<file path="config.mk">
export PLATFORM = sky130hd
export DESIGN_NAME = hbd_top
export DESIGN_NICKNAME = d
export VERILOG_FILES = /design/src/hbd_pkg.sv /design/src/hbd_top.sv /design/src/hbd_sync2.sv /design/src/hbd_out_cfg.sv
export VERILOG_INCLUDE_DIRS = /design/src
export SDC_FILE = /design/constraint.sdc
export NUM_CORES = 1
export LEC_CHECK = 0
export ABC_CLOCK_PERIOD_IN_PS = 19450
export BUFFER_PORTS_ARGS = -buffer_cell sky130_fd_sc_hd__clkbuf_2
export CAP_MARGIN = 30
export CORE_MARGIN = 10
export CORE_UTILIZATION = 50
export DETAILED_ROUTE_END_ITERATION = 8
export HOLD_SLACK_MARGIN = 0.1
export PLACE_DENSITY = 0.86
export SYNTH_ARGS = -nofsm -noshare
export SYNTH_HDL_FRONTEND = slang
export SYNTH_SLANG_ARGS = --single-unit
</file>
<file path="constraint.sdc">
create_clock -name clk -period 19.45 [get_ports clk]
set_input_delay 2.9175 -clock clk [delete_from_list [all_inputs] [get_ports clk]]
set_output_delay 2.9175 -clock clk [all_outputs]
set_load 0.05 [all_outputs]
</file>
<file path="src/hbd_params.svh">
`ifndef HBD_PARAMS_SVH
`define HBD_PARAMS_SVH

// ============================================================
// bus widths
`define HBD_ADDR_W 21
`define HBD_DATA_W 32
`define HBD_OFS_W 16
`define HBD_CNUM_W 2
`define HBD_PULSE_W 8

// ============================================================
// register offsets inside the own 64 kByte block
`define HBD_OFS_COMMAND 16'h0000
`define HBD_OFS_IN_FIFO 16'h0004
`define HBD_OFS_OUT_FIFO 16'h0008
`define HBD_OFS_FLAG 16'h000C
`define HBD_OFS_FLAG_CLR 16'h0010
`define HBD_OFS_FLAG_SET 16'h0014
`define HBD_OFS_MASK 16'h0018
`define HBD_OFS_MASK_CLR 16'h001C
`define HBD_OFS_MASK_SET 16'h0020
`define HBD_OFS_REG_END 16'h0024

// ============================================================
// reserved area at the top of the block
`define HBD_RSV_LO 16'hFC00
`define HBD_CU_HI 16'hFC07
`define HBD_SPD_LO 16'hFD00
`define HBD_SPD_HI 16'hFD0F

// ============================================================
// reset values
`define HBD_FLAG_RESET 32'h0000_0000
`define HBD_MASK_RESET 32'h0000_0000
`define HBD_DATA_RESET 32'h0000_0000

`endif

</file>
<file path="src/hbd_pkg.sv">
package hbd_pkg;
	`include "hbd_params.svh"

	// ============================================================
	// decode result, in priority order
	typedef enum logic [2:0] {
		HBD_HIT_REG,
		HBD_HIT_CU,
		HBD_HIT_SPD,
		HBD_HIT_CTRL,
		HBD_HIT_EMPTY,
		HBD_HIT_WIN1,
		HBD_HIT_WIN0
	} hbd_hit_e;

	typedef struct packed {
		logic csN;
		logic rdN;
		logic wrN;
		logic [`HBD_ADDR_W-1:0] addr;
		logic [`HBD_DATA_W-1:0] wdata;
	} hbd_bus_s;

	typedef struct packed {
		logic enable;
		logic [`HBD_ADDR_W-1:0] base;
		logic [`HBD_ADDR_W-1:0] size;
	} hbd_win_s;

	typedef struct packed {
		logic drTri;
		logic drInv;
		logic dsTri;
		logic dsInv;
		logic irqTri;
		logic irqInv;
		logic sharedTri;
		logic sharedInv;
		logic irqEdgeMode;
		logic [`HBD_PULSE_W-1:0] pulseLen;
	} hbd_cfg_s;

	typedef struct packed {
		logic out;
		logic oe;
	} hbd_pin_s;

	typedef struct packed {
		logic busClkPrev;
		hbd_bus_s cap;
		hbd_bus_s rs;
		logic readActive;
		logic writeActive;
		hbd_hit_e hit;
		logic [`HBD_DATA_W-1:0] flags;
		logic [`HBD_DATA_W-1:0] mask;
		logic causePrev;
		logic [`HBD_PULSE_W-1:0] pulseCnt;
		logic irqCore;
		logic irqBus;
		logic dmaReqBus;
		logic dmaStopBus;
		logic [`HBD_DATA_W-1:0] rdata;
		logic dataOe;
		logic ready;
		logic cmdWe;
		logic inFifoWe;
		logic outFifoRe;
		logic extWe;
	} hbd_state_s;
endpackage

</file>
<file path="src/hbd_top.sv">
`include "hbd_params.svh"

module hbd_top #(
	parameter bit FULL_VARIANT = 1'b1
) (
	input wire logic clk,
	input wire logic reset,
	input wire logic busClk,
	input hbd_pkg::hbd_bus_s busIn,
	output hbd_pkg::hbd_pin_s [`HBD_DATA_W-1:0] busData,
	output logic [31:0] busDataOut,
	output logic busDataOe,
	input wire logic [1:0] controllerNum,
	input wire logic readyTristatePin,
	input wire logic readyInvertPin,
	input hbd_pkg::hbd_cfg_s cfg,
	input hbd_pkg::hbd_win_s window0,
	input hbd_pkg::hbd_win_s window1,
	input wire logic [31:0] flagSetIn,
	input wire logic [31:0] outFifoData,
	input wire logic [31:0] extReadData,
	input wire logic extReadAck,
	input wire logic dmaWantIn,
	input wire logic dmaStopIn,
	input wire logic dmaAcknowledgeIn,
	output hbd_pkg::hbd_pin_s dmaRequestOut,
	output hbd_pkg::hbd_pin_s dmaStopOut,
	output hbd_pkg::hbd_pin_s interruptRequestOut,
	output hbd_pkg::hbd_pin_s busReadyOut,
	output hbd_pkg::hbd_hit_e hitOut,
	output logic [31:0] writeData,
	output logic commandWe,
	output logic inFifoWe,
	output logic outFifoRe,
	output logic extWe,
	output logic [31:0] flagsOut,
	output logic [31:0] maskOut
);
	import hbd_pkg::*;

	localparam int SYNC_W = $bits(hbd_bus_s) + 6;

	hbd_state_s st_q;
	hbd_state_s st_d;
	logic [SYNC_W-1:0] syncIn;
	logic [SYNC_W-1:0] syncOut;
	hbd_bus_s busSync;
	logic busClkSync;
	logic ackSync;
	logic [1:0] cnumSync;
	logic rdyTriSync;
	logic rdyInvSync;
	logic busEdge;
	logic readNow;
	logic writeNow;
	hbd_hit_e hitNow;
	logic [`HBD_OFS_W-1:0] ofs;
	logic cause;
	logic [`HBD_DATA_W-1:0] flagsSw;
	logic [`HBD_DATA_W-1:0] maskSw;
	logic selTriDr;
	logic selInvDr;
	logic selTriDs;
	logic selInvDs;
	logic selTriIrq;
	logic selInvIrq;

	// ============================================================
	// pin synchronisers
	assign syncIn = {busIn, busClk, dmaAcknowledgeIn, controllerNum,
		readyTristatePin, readyInvertPin};

	hbd_sync2 #(
		.WIDTH(SYNC_W)
	) u_pinSync (
		.clk(clk),
		.reset(reset),
		.din(syncIn),
		.dout(syncOut)
	);

	assign {busSync, busClkSync, ackSync, cnumSync, rdyTriSync,
		rdyInvSync} = syncOut;
	assign busEdge = busClkSync & ~st_q.busClkPrev;

	// ============================================================
	// address decoder
	function automatic hbd_hit_e decode(
		input logic [`HBD_ADDR_W-1:0] a,
		input logic [1:0] cnum,
		input hbd_win_s w0,
		input hbd_win_s w1
	);
		logic [`HBD_OFS_W-1:0] o;
		logic [`HBD_ADDR_W:0] end0;
		logic [`HBD_ADDR_W:0] end1;
		o = a[`HBD_OFS_W-1:0];
		end0 = {1'b0, w0.base} + {1'b0, w0.size};
		end1 = {1'b0, w1.base} + {1'b0, w1.size};
		if (a[20:18] == 3'h0) begin
			if (a[17:16] != cnum) begin
				decode = HBD_HIT_EMPTY;
			end else if (o < `HBD_OFS_REG_END) begin
				decode = HBD_HIT_REG;
			end else if (o >= `HBD_RSV_LO && o <= `HBD_CU_HI) begin
				decode = HBD_HIT_CU;
			end else if (o >= `HBD_SPD_LO && o <= `HBD_SPD_HI) begin
				decode = HBD_HIT_SPD;
			end else if (o >= `HBD_RSV_LO) begin
				decode = HBD_HIT_EMPTY;
			end else begin
				decode = HBD_HIT_CTRL;
			end
		end else if (w1.enable && {1'b0, a} >= {1'b0, w1.base} &&
				{1'b0, a} < end1) begin
			decode = HBD_HIT_WIN1;
		end else if (w0.enable && {1'b0, a} >= {1'b0, w0.base} &&
				{1'b0, a} < end0) begin
			decode = HBD_HIT_WIN0;
		end else begin
			decode = HBD_HIT_EMPTY;
		end
	endfunction

	// ============================================================
	// next state
	always_comb begin
		st_d = st_q;
		st_d.busClkPrev = busClkSync;
		st_d.cmdWe = 1'b0;
		st_d.inFifoWe = 1'b0;
		st_d.outFifoRe = 1'b0;
		st_d.extWe = 1'b0;

		// sample point 1, then core resample
		if (busEdge) begin
			st_d.cap = busSync;
		end
		st_d.rs = st_q.cap;

		readNow = ~st_q.rs.csN & ~st_q.rs.rdN;
		writeNow = ~st_q.rs.csN & ~st_q.rs.wrN & ~readNow;
		hitNow = decode(st_q.rs.addr, cnumSync, window0, window1);
		ofs = st_q.rs.addr[`HBD_OFS_W-1:0];
		flagsSw = st_q.flags;
		maskSw = st_q.mask;

		// ============================================================
		// read path
		st_d.readActive = readNow;
		if (readNow && !st_q.readActive) begin
			st_d.hit = hitNow;
			st_d.dataOe = (hitNow != HBD_HIT_EMPTY);
			st_d.ready = (hitNow == HBD_HIT_REG) ||
				(hitNow == HBD_HIT_EMPTY);
			st_d.rdata = `HBD_DATA_RESET;
			if (hitNow == HBD_HIT_REG) begin
				if (ofs == `HBD_OFS_OUT_FIFO) begin
					st_d.rdata = outFifoData;
					st_d.outFifoRe = 1'b1;
				end else if (ofs == `HBD_OFS_FLAG) begin
					st_d.rdata = st_q.flags;
				end else if (ofs == `HBD_OFS_MASK) begin
					st_d.rdata = st_q.mask;
				end
			end
		end else if (readNow) begin
			if (!st_q.ready && extReadAck) begin
				st_d.rdata = extReadData;
				st_d.ready = 1'b1;
			end
		end else begin
			st_d.dataOe = 1'b0;
			st_d.ready = 1'b0;
		end

		// ============================================================
		// write path
		st_d.writeActive = writeNow;
		if (writeNow && !st_q.writeActive) begin
			st_d.hit = hitNow;
			if (hitNow == HBD_HIT_REG) begin
				if (ofs == `HBD_OFS_COMMAND) begin
					st_d.cmdWe = 1'b1;
				end else if (ofs == `HBD_OFS_IN_FIFO) begin
					st_d.inFifoWe = 1'b1;
				end else if (ofs == `HBD_OFS_FLAG) begin
					flagsSw = st_q.rs.wdata;
				end else if (ofs == `HBD_OFS_FLAG_CLR) begin
					flagsSw = st_q.flags & ~st_q.rs.wdata;
				end else if (ofs == `HBD_OFS_FLAG_SET) begin
					flagsSw = st_q.flags | st_q.rs.wdata;
				end else if (ofs == `HBD_OFS_MASK) begin
					maskSw = st_q.rs.wdata;
				end else if (ofs == `HBD_OFS_MASK_CLR) begin
					maskSw = st_q.mask & ~st_q.rs.wdata;
				end else if (ofs == `HBD_OFS_MASK_SET) begin
					maskSw = st_q.mask | st_q.rs.wdata;
				end
			end else if (hitNow != HBD_HIT_EMPTY) begin
				st_d.extWe = 1'b1;
			end
		end
		// hardware set wins over a software clear
		st_d.flags = flagsSw | flagSetIn;
		st_d.mask = maskSw;

		// ============================================================
		// interrupt request in core domain
		cause = |(st_q.flags & st_q.mask);
		st_d.causePrev = cause;
		if (FULL_VARIANT && cfg.irqEdgeMode) begin
			if (cause && !st_q.causePrev) begin
				st_d.pulseCnt = cfg.pulseLen;
			end else if (st_q.pulseCnt != '0) begin
				st_d.pulseCnt = st_q.pulseCnt - 1'b1;
			end
			st_d.irqCore = (st_d.pulseCnt != '0);
		end else begin
			st_d.pulseCnt = '0;
			st_d.irqCore = cause;
		end

		// ============================================================
		// bus stage outputs
		if (busEdge) begin
			st_d.irqBus = st_q.irqCore;
			st_d.dmaReqBus = dmaWantIn & ~ackSync;
			st_d.dmaStopBus = dmaStopIn;
		end
	end

	always_ff @(posedge clk or posedge reset) begin
		if (reset) begin
			st_q <= '0;
			st_q.cap.csN <= 1'b1;
			st_q.cap.rdN <= 1'b1;
			st_q.cap.wrN <= 1'b1;
			st_q.rs.csN <= 1'b1;
			st_q.rs.rdN <= 1'b1;
			st_q.rs.wrN <= 1'b1;
			st_q.hit <= HBD_HIT_EMPTY;
			st_q.flags <= `HBD_FLAG_RESET;
			st_q.mask <= `HBD_MASK_RESET;
		end else begin
			st_q <= st_d;
		end
	end

	// ============================================================
	// output configuration
	assign selTriDr = FULL_VARIANT ? cfg.drTri : cfg.sharedTri;
	assign selInvDr = FULL_VARIANT ? cfg.drInv : cfg.sharedInv;
	assign selTriDs = FULL_VARIANT ? cfg.dsTri : cfg.sharedTri;
	assign selInvDs = FULL_VARIANT ? cfg.dsInv : cfg.sharedInv;
	assign selTriIrq = FULL_VARIANT ? cfg.irqTri : cfg.sharedTri;
	assign selInvIrq = FULL_VARIANT ? cfg.irqInv : cfg.sharedInv;

	hbd_out_cfg u_dmaReqCfg (
		.level(st_q.dmaReqBus),
		.tristate(selTriDr),
		.invert(selInvDr),
		.pin(dmaRequestOut)
	);

	hbd_out_cfg u_dmaStopCfg (
		.level(st_q.dmaStopBus),
		.tristate(selTriDs),
		.invert(selInvDs),
		.pin(dmaStopOut)
	);

	hbd_out_cfg u_irqCfg (
		.level(st_q.irqBus),
		.tristate(selTriIrq),
		.invert(selInvIrq),
		.pin(interruptRequestOut)
	);

	// ready high once chip select is seen high
	hbd_out_cfg u_readyCfg (
		.level(st_q.rs.csN | st_q.ready),
		.tristate(FULL_VARIANT & rdyTriSync),
		.invert(FULL_VARIANT & rdyInvSync),
		.pin(busReadyOut)
	);

	assign busData = '0;
	assign busDataOut = st_q.rdata;
	assign busDataOe = st_q.dataOe & readNow;
	assign hitOut = st_q.hit;
	assign writeData = st_q.rs.wdata;
	assign commandWe = st_q.cmdWe;
	assign inFifoWe = st_q.inFifoWe;
	assign outFifoRe = st_q.outFifoRe;
	assign extWe = st_q.extWe;
	assign flagsOut = st_q.flags;
	assign maskOut = st_q.mask;
endmodule // hbd_top

</file>
<file path="src/hbd_sync2.sv">
module hbd_sync2 #(
	parameter int WIDTH = 1
) (
	input wire logic clk,
	input wire logic reset,
	input wire logic [WIDTH-1:0] din,
	output logic [WIDTH-1:0] dout
);
	typedef struct packed {
		logic [WIDTH-1:0] meta;
		logic [WIDTH-1:0] stable;
	} hbd_sync_s;

	hbd_sync_s st_q;
	hbd_sync_s st_d;

	always_comb begin
		st_d.meta = din;
		st_d.stable = st_q.meta;
	end

	always_ff @(posedge clk or posedge reset) begin
		if (reset) begin
			st_q <= '0;
		end else begin
			st_q <= st_d;
		end
	end

	assign dout = st_q.stable;
endmodule // hbd_sync2

</file>
<file path="src/hbd_out_cfg.sv">
module hbd_out_cfg (
	input wire logic level,
	input wire logic tristate,
	input wire logic invert,
	output hbd_pkg::hbd_pin_s pin
);
	import hbd_pkg::*;

	logic value;

	// emulated open drain: low always driven, high floated
	always_comb begin
		value = level ^ invert;
		if (tristate) begin
			pin.out = 1'b0;
			pin.oe = ~value;
		end else begin
			pin.out = value;
			pin.oe = 1'b1;
		end
	end
endmodule // hbd_out_cfg

</file>
==> flow_summary.yaml, run 1 <==
status:
  outcome: "finished, final reports clean"
floorplanning:
  design.core.area_um2: 35700
  row_count: 69
  die_w_um: 211
  die_area_um2: 44500
  ios: 474
  start_util_pct: 51.0
  die_h_um: 211
sta:
  slew_headroom_pct: 32.9
  finClkSkew_ns: 0.0267
  period_needed_ns: 7.25
  rsz0062_at_grt: "false"
  finalSetupViolations: 0
  worstMarginPinSlew_ns: 1.00
  hold_viol_final: 0
  fmax_mhz: 138
  final.setup.tns_ns: 0
  fin_crit_sh_pct: 37.3
  slew_viol_final: 0
  hold-worst-slack_ns: 0.327
synth:
  ys_seq_area_share_pct: 49.1
  async_flop_share_pct: 100
  ys_types: 73
  syn_area_um2: 18200
  synth_edf_count: 0
  synth_flop_cell: "dfrtp_1"
  synthCells: 1697
  yosysWarningCount: 0
  synth_area_per_cell_um2: 10.7
  ys_ff_latch: 357
clock_network:
  root_buffer: "clkbuf_16"
  cts_tree: "done"
  clock-sinks: 357
  h-tree-depth: 2
  ctsHoldBuffers: 0
  clk_latency_ns: 0.54
  clk_pin_slew_ns: 0.06
  cts_resized: 0
  cts_buffers: 38
  post-cts-setup-buffers: 0
  clockBufferDepth: 3
layout:
  final_cell_area_um2: 21100
  layout_common_cells: "407 x clkbuf_2, 349 x dfrtp_1, 150 x o21ai_0, 126 x ha_1, 93 x inv_1"
  fin_nets: 2367
  layout-drive-gt1-share_pct: 29.2
  layout_commonest_cell: "clkbuf_2"
  syn_to_final_growth_pct: 15.6
global_routing:
  use_met3_pct: 6.23
  grtUsageMet1_pct: 34.5
  busiest_layer: "met2"
  grt_pass1_wl_mm: 89.2
  globalRouteMet2Util_pct: 41.7
  antenna_found_initial: 8
  grt_pass1_vias: 14500
  grt_overflow: 0
  grt_start_max_net_pins: 115
  grt_usage_pct: 26.0
setup_path:
  required_ns: 19.87
  cp-start-kind: "input pin"
  rrSetupSlack_ns: 15.65
  critPathArrivalTime_ns: 7.67
  worstPathMaxFanout: 3
  crit_type: "in -> reg"
  endpoint_kind: "register"
pwr:
  power.density_nw_per_um2: 111
  p_leak_nw: 10.1
  vdd_drop_max_mv: 0.0842
routing:
  via_per_inst: 5.75
  num_vias: 14200
  wl_per_cell_um: 24.1
  drc_errors: 0
  ant_nets: 0
  wl_mm: 59.6
  dr.first_iter.drc_count: 1220
  dr.pass1.iters: 5
placed_design:
  place_congestion: 0.952
  postPlaceCellArea_um2: 19600
  dp_hpwl_mm: 46.7
  port_buffers: 407
flow_run:
  max_cap_viol_count: 0
min_path:
  hold_path.class: "reg -> reg"
cell type report:
type / count / area, um^2
inverters: 94 / 360
diodes: 7 / 17.5
repair buffers: 425 / 2260
multi-input cells: 1057 / 7520
clock inverters: 22 / 334
well taps: 461 / 577
flip-flops and latches: 357 / 8940
fillers: 2954 / 14700
clock buffers: 48 / 1050
final timing paths:
| check | start | to | depth (start not counted) |
|---|---|---|---|
| worst max-delay path | window1[21] | st_q[4] | 21 |
| max in group asynchronous | reset | st_d[140] | 5 |
| worst min register to register | u_pinSync.st_d[61] | u_pinSync.dout[61] | 0 |
| worst min-delay path | u_pinSync.st_d[61] | u_pinSync.dout[61] | 0 |
| min in group asynchronous | reset | u_pinSync.st_d[4] | 2 |
| worst max register to register | ofs[2] | st_q[4] | 10 |
sequential cells by signal, indices dropped and copies added (netlist names), named ones only:
signal	cells
busDataOut	32
commandWe	1
extWe	1
flagsOut	32
hitOut	3
inFifoWe	1
ofs	16
outFifoRe	1
st_d	56
st_q	26
u_pinSync.dout	62
u_pinSync.st_d	62
writeData	32
Yosys cell counts, types with 18 or more instances:
library cell | count | area share (%)
dfrtp_1 | 350 | 48
xnor2_1 | 21 | 1.0
a21oi_1 | 63 | 1.7
mux2_2 | 59 | 3.6
buf_4 | 195 | 8.0
xor2_1 | 25 | 1.2
a31oi_1 | 68 | 2.3
a22o_1 | 36 | 1.7
ha_1 | 126 | 8.6
nor2_1 | 78 | 1.6
clkbuf_1 | 42 | 0.86
nand3_1 | 18 | 0.49
a21o_1 | 19 | 0.78
nor3_1 | 19 | 0.52
nand4_1 | 18 | 0.62
inv_1 | 94 | 1.9
a22oi_1 | 72 | 3.0
o21ai_0 | 150 | 4.1
nand2_1 | 57 | 1.2
where the power goes:
group	leakage, nW	switching [mW]	internal [mW]
logic	5.21	0.430	0.201
clock network	0.683	0.305	0.481
registers	4.24	0.0916	0.834
metal layers:
metal	wire, um	vias to the layer above	part of all wire [%]
met2	28300	689	47
met4	1380	2	2.3
met5	13	-	0.022
met1	24800	7021	42
met3	5170	84	8.7
li1	-	6413	-
per-stage QoR:
step | power, mW | instances | util [%] | setup WS (ns)
global placement | 1.54 | 2389 | 54.7 | 11.75
finish | 2.34 | 2471 | 58.9 | 12.20
floorplan | 1.44 | 1760 | - | 6.64
detailed placement | 1.56 | 2393 | 54.9 | 11.73
CTS | 2.35 | 2463 | 58.8 | 12.25
global route | 2.45 | 2471 | 58.9 | 11.97
worst max-delay path: stages:
cell,delay (ns)
clkbuf_2,0.11
ha_1,0.22
fa_1,0.42
a21o_1,0.23
a221o_1,0.35
o211a_1,0.27
nor2_1,0.12
o21ai_0,0.14
a31o_2,0.31
a21o_1,0.18
a21oi_1,0.19
xor2_1,0.11
ha_1,0.31
nand4_1,0.10
nor2_1,0.11
nand2_1,0.07
a21oi_1,0.32
a2111oi_4,0.10
o21ai_0,0.28
or3b_4,0.45
a2111oi_4,0.37
cell families after synthesis:
family / after synthesis / share of synthesized area [%]
mux: 62 / 3.81
buf+inv: 346 / 11.2
xor+xnor: 46 / 2.21
fa+ha+maj: 128 / 8.87
flops: 357 / 49.1
simple gates: 266 / 7.24
compound gates: 491 / 17.6
other cells: 1 / 0.0206
Power figures use the tool's default switching activity.
==> inputs of run 2 (changes only) <==
Settings changed: ABC_AREA from default to 1, ABC_CLOCK_PERIOD_IN_PS 19450 to 7300, PLACE_DENSITY 0.86 to 0.85.
Clock period 19.45 ns to 7.3 ns, I/O delays scaled along.
==> run 2 against run 1 <==
Die area rose by 8.2%; combinational power rose to 2.7 times the previous value; clock-buffer cell count fell by 1; sequential power rose to 2.6 times the previous value; flip-flop and latch count did not move; register-to-register slack got worse by 12 ns; setup slack got worse by 9.9 ns; via count rose by 24%; sequential share of layout area fell by 2.8 points; largest cell class unchanged; largest power group unchanged.
==> flow_summary.yaml, run 2 <==
status:
  outcome: "finished, final reports clean"
routing:
  dr.pass1.iters: 5
  num_vias: 17600
  drc_errors: 0
  via_per_inst: 5.48
  wl_mm: 63.0
  dr.first_iter.drc_count: 1859
  ant_nets: 0
  wl_per_cell_um: 19.7
floorplanning:
  die_area_um2: 48200
  row_count: 73
  design.core.area_um2: 39500
  start_util_pct: 50.3
  ios: 474
  die_w_um: 219
  die_h_um: 219
sta:
  worstMarginPinSlew_ns: 1.02
  fin_crit_sh_pct: 68.7
  hold_viol_final: 0
  hold-worst-slack_ns: 0.345
  rsz0062_at_grt: "false"
  final.setup.tns_ns: 0
  fmax_mhz: 200
  slew_headroom_pct: 32.0
  finalSetupViolations: 0
  period_needed_ns: 5.01
  slew_viol_final: 0
  fin_ws_ns: 2.29
  finClkSkew_ns: 0.0167
pwr:
  power.density_nw_per_um2: 266
  power_switching_mw: 2.20
  pwr-share-seq_pct: 39.9
  swShare_pct: 36.7
  p_clk_share_pct: 32.0
  internal-power_mw: 3.79
  p_leak_nw: 11.9
  p_comb_share_pct: 28.1
  vdd_drop_max_mv: 0.237
setup_path:
  required_ns: 7.78
  crit_slowest_cell: "nor2_4"
  rrSetupSlack_ns: 3.90
  cp_common_cell: "nand2_1"
  crit_type: "in -> reg"
  cp_num_buf_inv: 2
  reg2reg_depth: 12
  path_delay_family: "simple AND/OR/NAND/NOR gates"
  critPathArrivalTime_ns: 5.49
  worstPathMaxFanout: 32
  worstReg2RegEnd: "busDataOut[2]"
  cp-start-kind: "input pin"
  r2r_start: "ofs[9]"
  endpoint_kind: "register"
  cpPeakStageDelay_ns: 0.67
synth:
  yosysWarningCount: 0
  synth_common_cells: "600 x nand2_1, 350 x dfrtp_1, 200 x a21oi_1, 200 x inv_1, 198 x buf_4"
  ys_seq_area_share_pct: 45.0
  ys_types: 50
  synthCells: 2391
  yosysTopAreaCellShare_pct: 44.0
  synth.area.top_cells: "dfrtp_1 44%, nand2_1 11%, ha_1 7.9%"
  ys_ff_latch: 357
  syn_area_um2: 19900
  synth_top_cell_by_area: "dfrtp_1"
  yosysMostFrequentCell: "nand2_1"
  synth_area_per_cell_um2: 8.32
  async_flop_share_pct: 100
  synth_edf_count: 0
  synth_flop_cell: "dfrtp_1"
global_routing:
  grt_overflow: 0
  grt_pass1_wl_mm: 96.3
  grt_start_max_net_pins: 150
  grt_pass1_vias: 17500
  grt_usage_pct: 25.2
  antenna_found_initial: 0
layout:
  layout-drive-gt1-share_pct: 19.7
  layout_commonest_cell: "nand2_1"
  syn_to_final_growth_pct: 13.3
  layout_common_cells: "600 x nand2_1, 407 x clkbuf_2, 350 x dfrtp_1, 199 x inv_1, 199 x a21oi_1"
  fin_util_pct: 57.0
  fin_nets: 3039
clock_network:
  cts_tree: "done"
  root_buffer: "clkbuf_16"
  post-cts-setup-buffers: 0
  clk_pin_slew_ns: 0.06
  clock-sinks: 357
  ctsHoldBuffers: 0
  cts_buffers: 38
  h-tree-depth: 2
  clockBufferDepth: 3
  clk_latency_ns: 0.55
  cts_resized: 0
placed_design:
  dp_hpwl_mm: 48.4
  place_congestion: 0.996
  dpl_worst_slack_ns: 1.80
  port_buffers: 407
min_path:
  hold_end: "u_pinSync.dout[55]"
  hold_depth: 0
  hp-start: "u_pinSync.st_d[55]"
  hold_path.class: "reg -> reg"
flow_run:
  max_cap_viol_count: 0
run 2: cell types whose count changed in the layout (fill, tap and decap cells not counted), sizes merged, moves of 59 or more:
cell and change:
o21ai -92, a21oi +137, nor2 +81, inv +109, nand3 +141, nand2 +547
mux2 -59, a22oi -72
run 2: how the worst max path moves through the flow:
stage / from / end / cells after the start
2_1_floorplan: reset / asynchronous set/reset pin / 1
3_3_place_gp: window1[3] / register / 29
3_5_place_dp: window1[3] / register / 29
4_1_cts: window1[3] / register / 29
5_1_grt: window1[24] / register / 29
6_report: window1[3] / register / 29
run 2: through the flow:
step           total power, mW  std cells  area (um^2)
2_1_floorplan             3.76       2454        20100
3_3_place_gp              4.02       3126        21200
3_5_place_dp              4.09       3130        21300
4_1_cts                   6.01       3198        22500
5_1_grt                   6.30       3198        22500
6_report                  5.99       3200        22500
run 2: layer usage:
layer / vias up / GRT usage [%] / routed length [um]
li1: 8115 / - / -
met1: 8257 / 33.2 / 25600
met2: 1001 / 39.7 / 28800
met3: 178 / 4.96 / 6050
met4: 0 / 11.5 / 2640
met5: - / 0 / 0
run 2: final cells by class:
class,count,area [um^2]
fill,3449,17000
sequential,357,8940
multi-input combinational,1611,8610
timing repair buffer,429,2300
clock buffer,47,1010
inverter,208,785
tap,525,657
clock inverter,21,220
antenna,2,5.00
run 2: cell families after synthesis:
logic type	count (synthesis)	share of synthesized area (%)
other cells	1	0.0189
flops	357	45.0
buf+inv	486	13.2
xor+xnor	49	2.16
simple gates	1035	22.1
fa+ha+maj	128	8.13
compound gates	335	9.45
run 2: power by group through the flow:
stage	Sequential, mW	Combinational (mW)	Clock [mW]
final	2.39	1.68	1.91
after global routing	2.42	1.85	2.04
after global placement	2.41	1.62	0
after floorplan	2.34	1.43	0
after detailed placement	2.42	1.67	0
after CTS	2.38	1.68	1.95
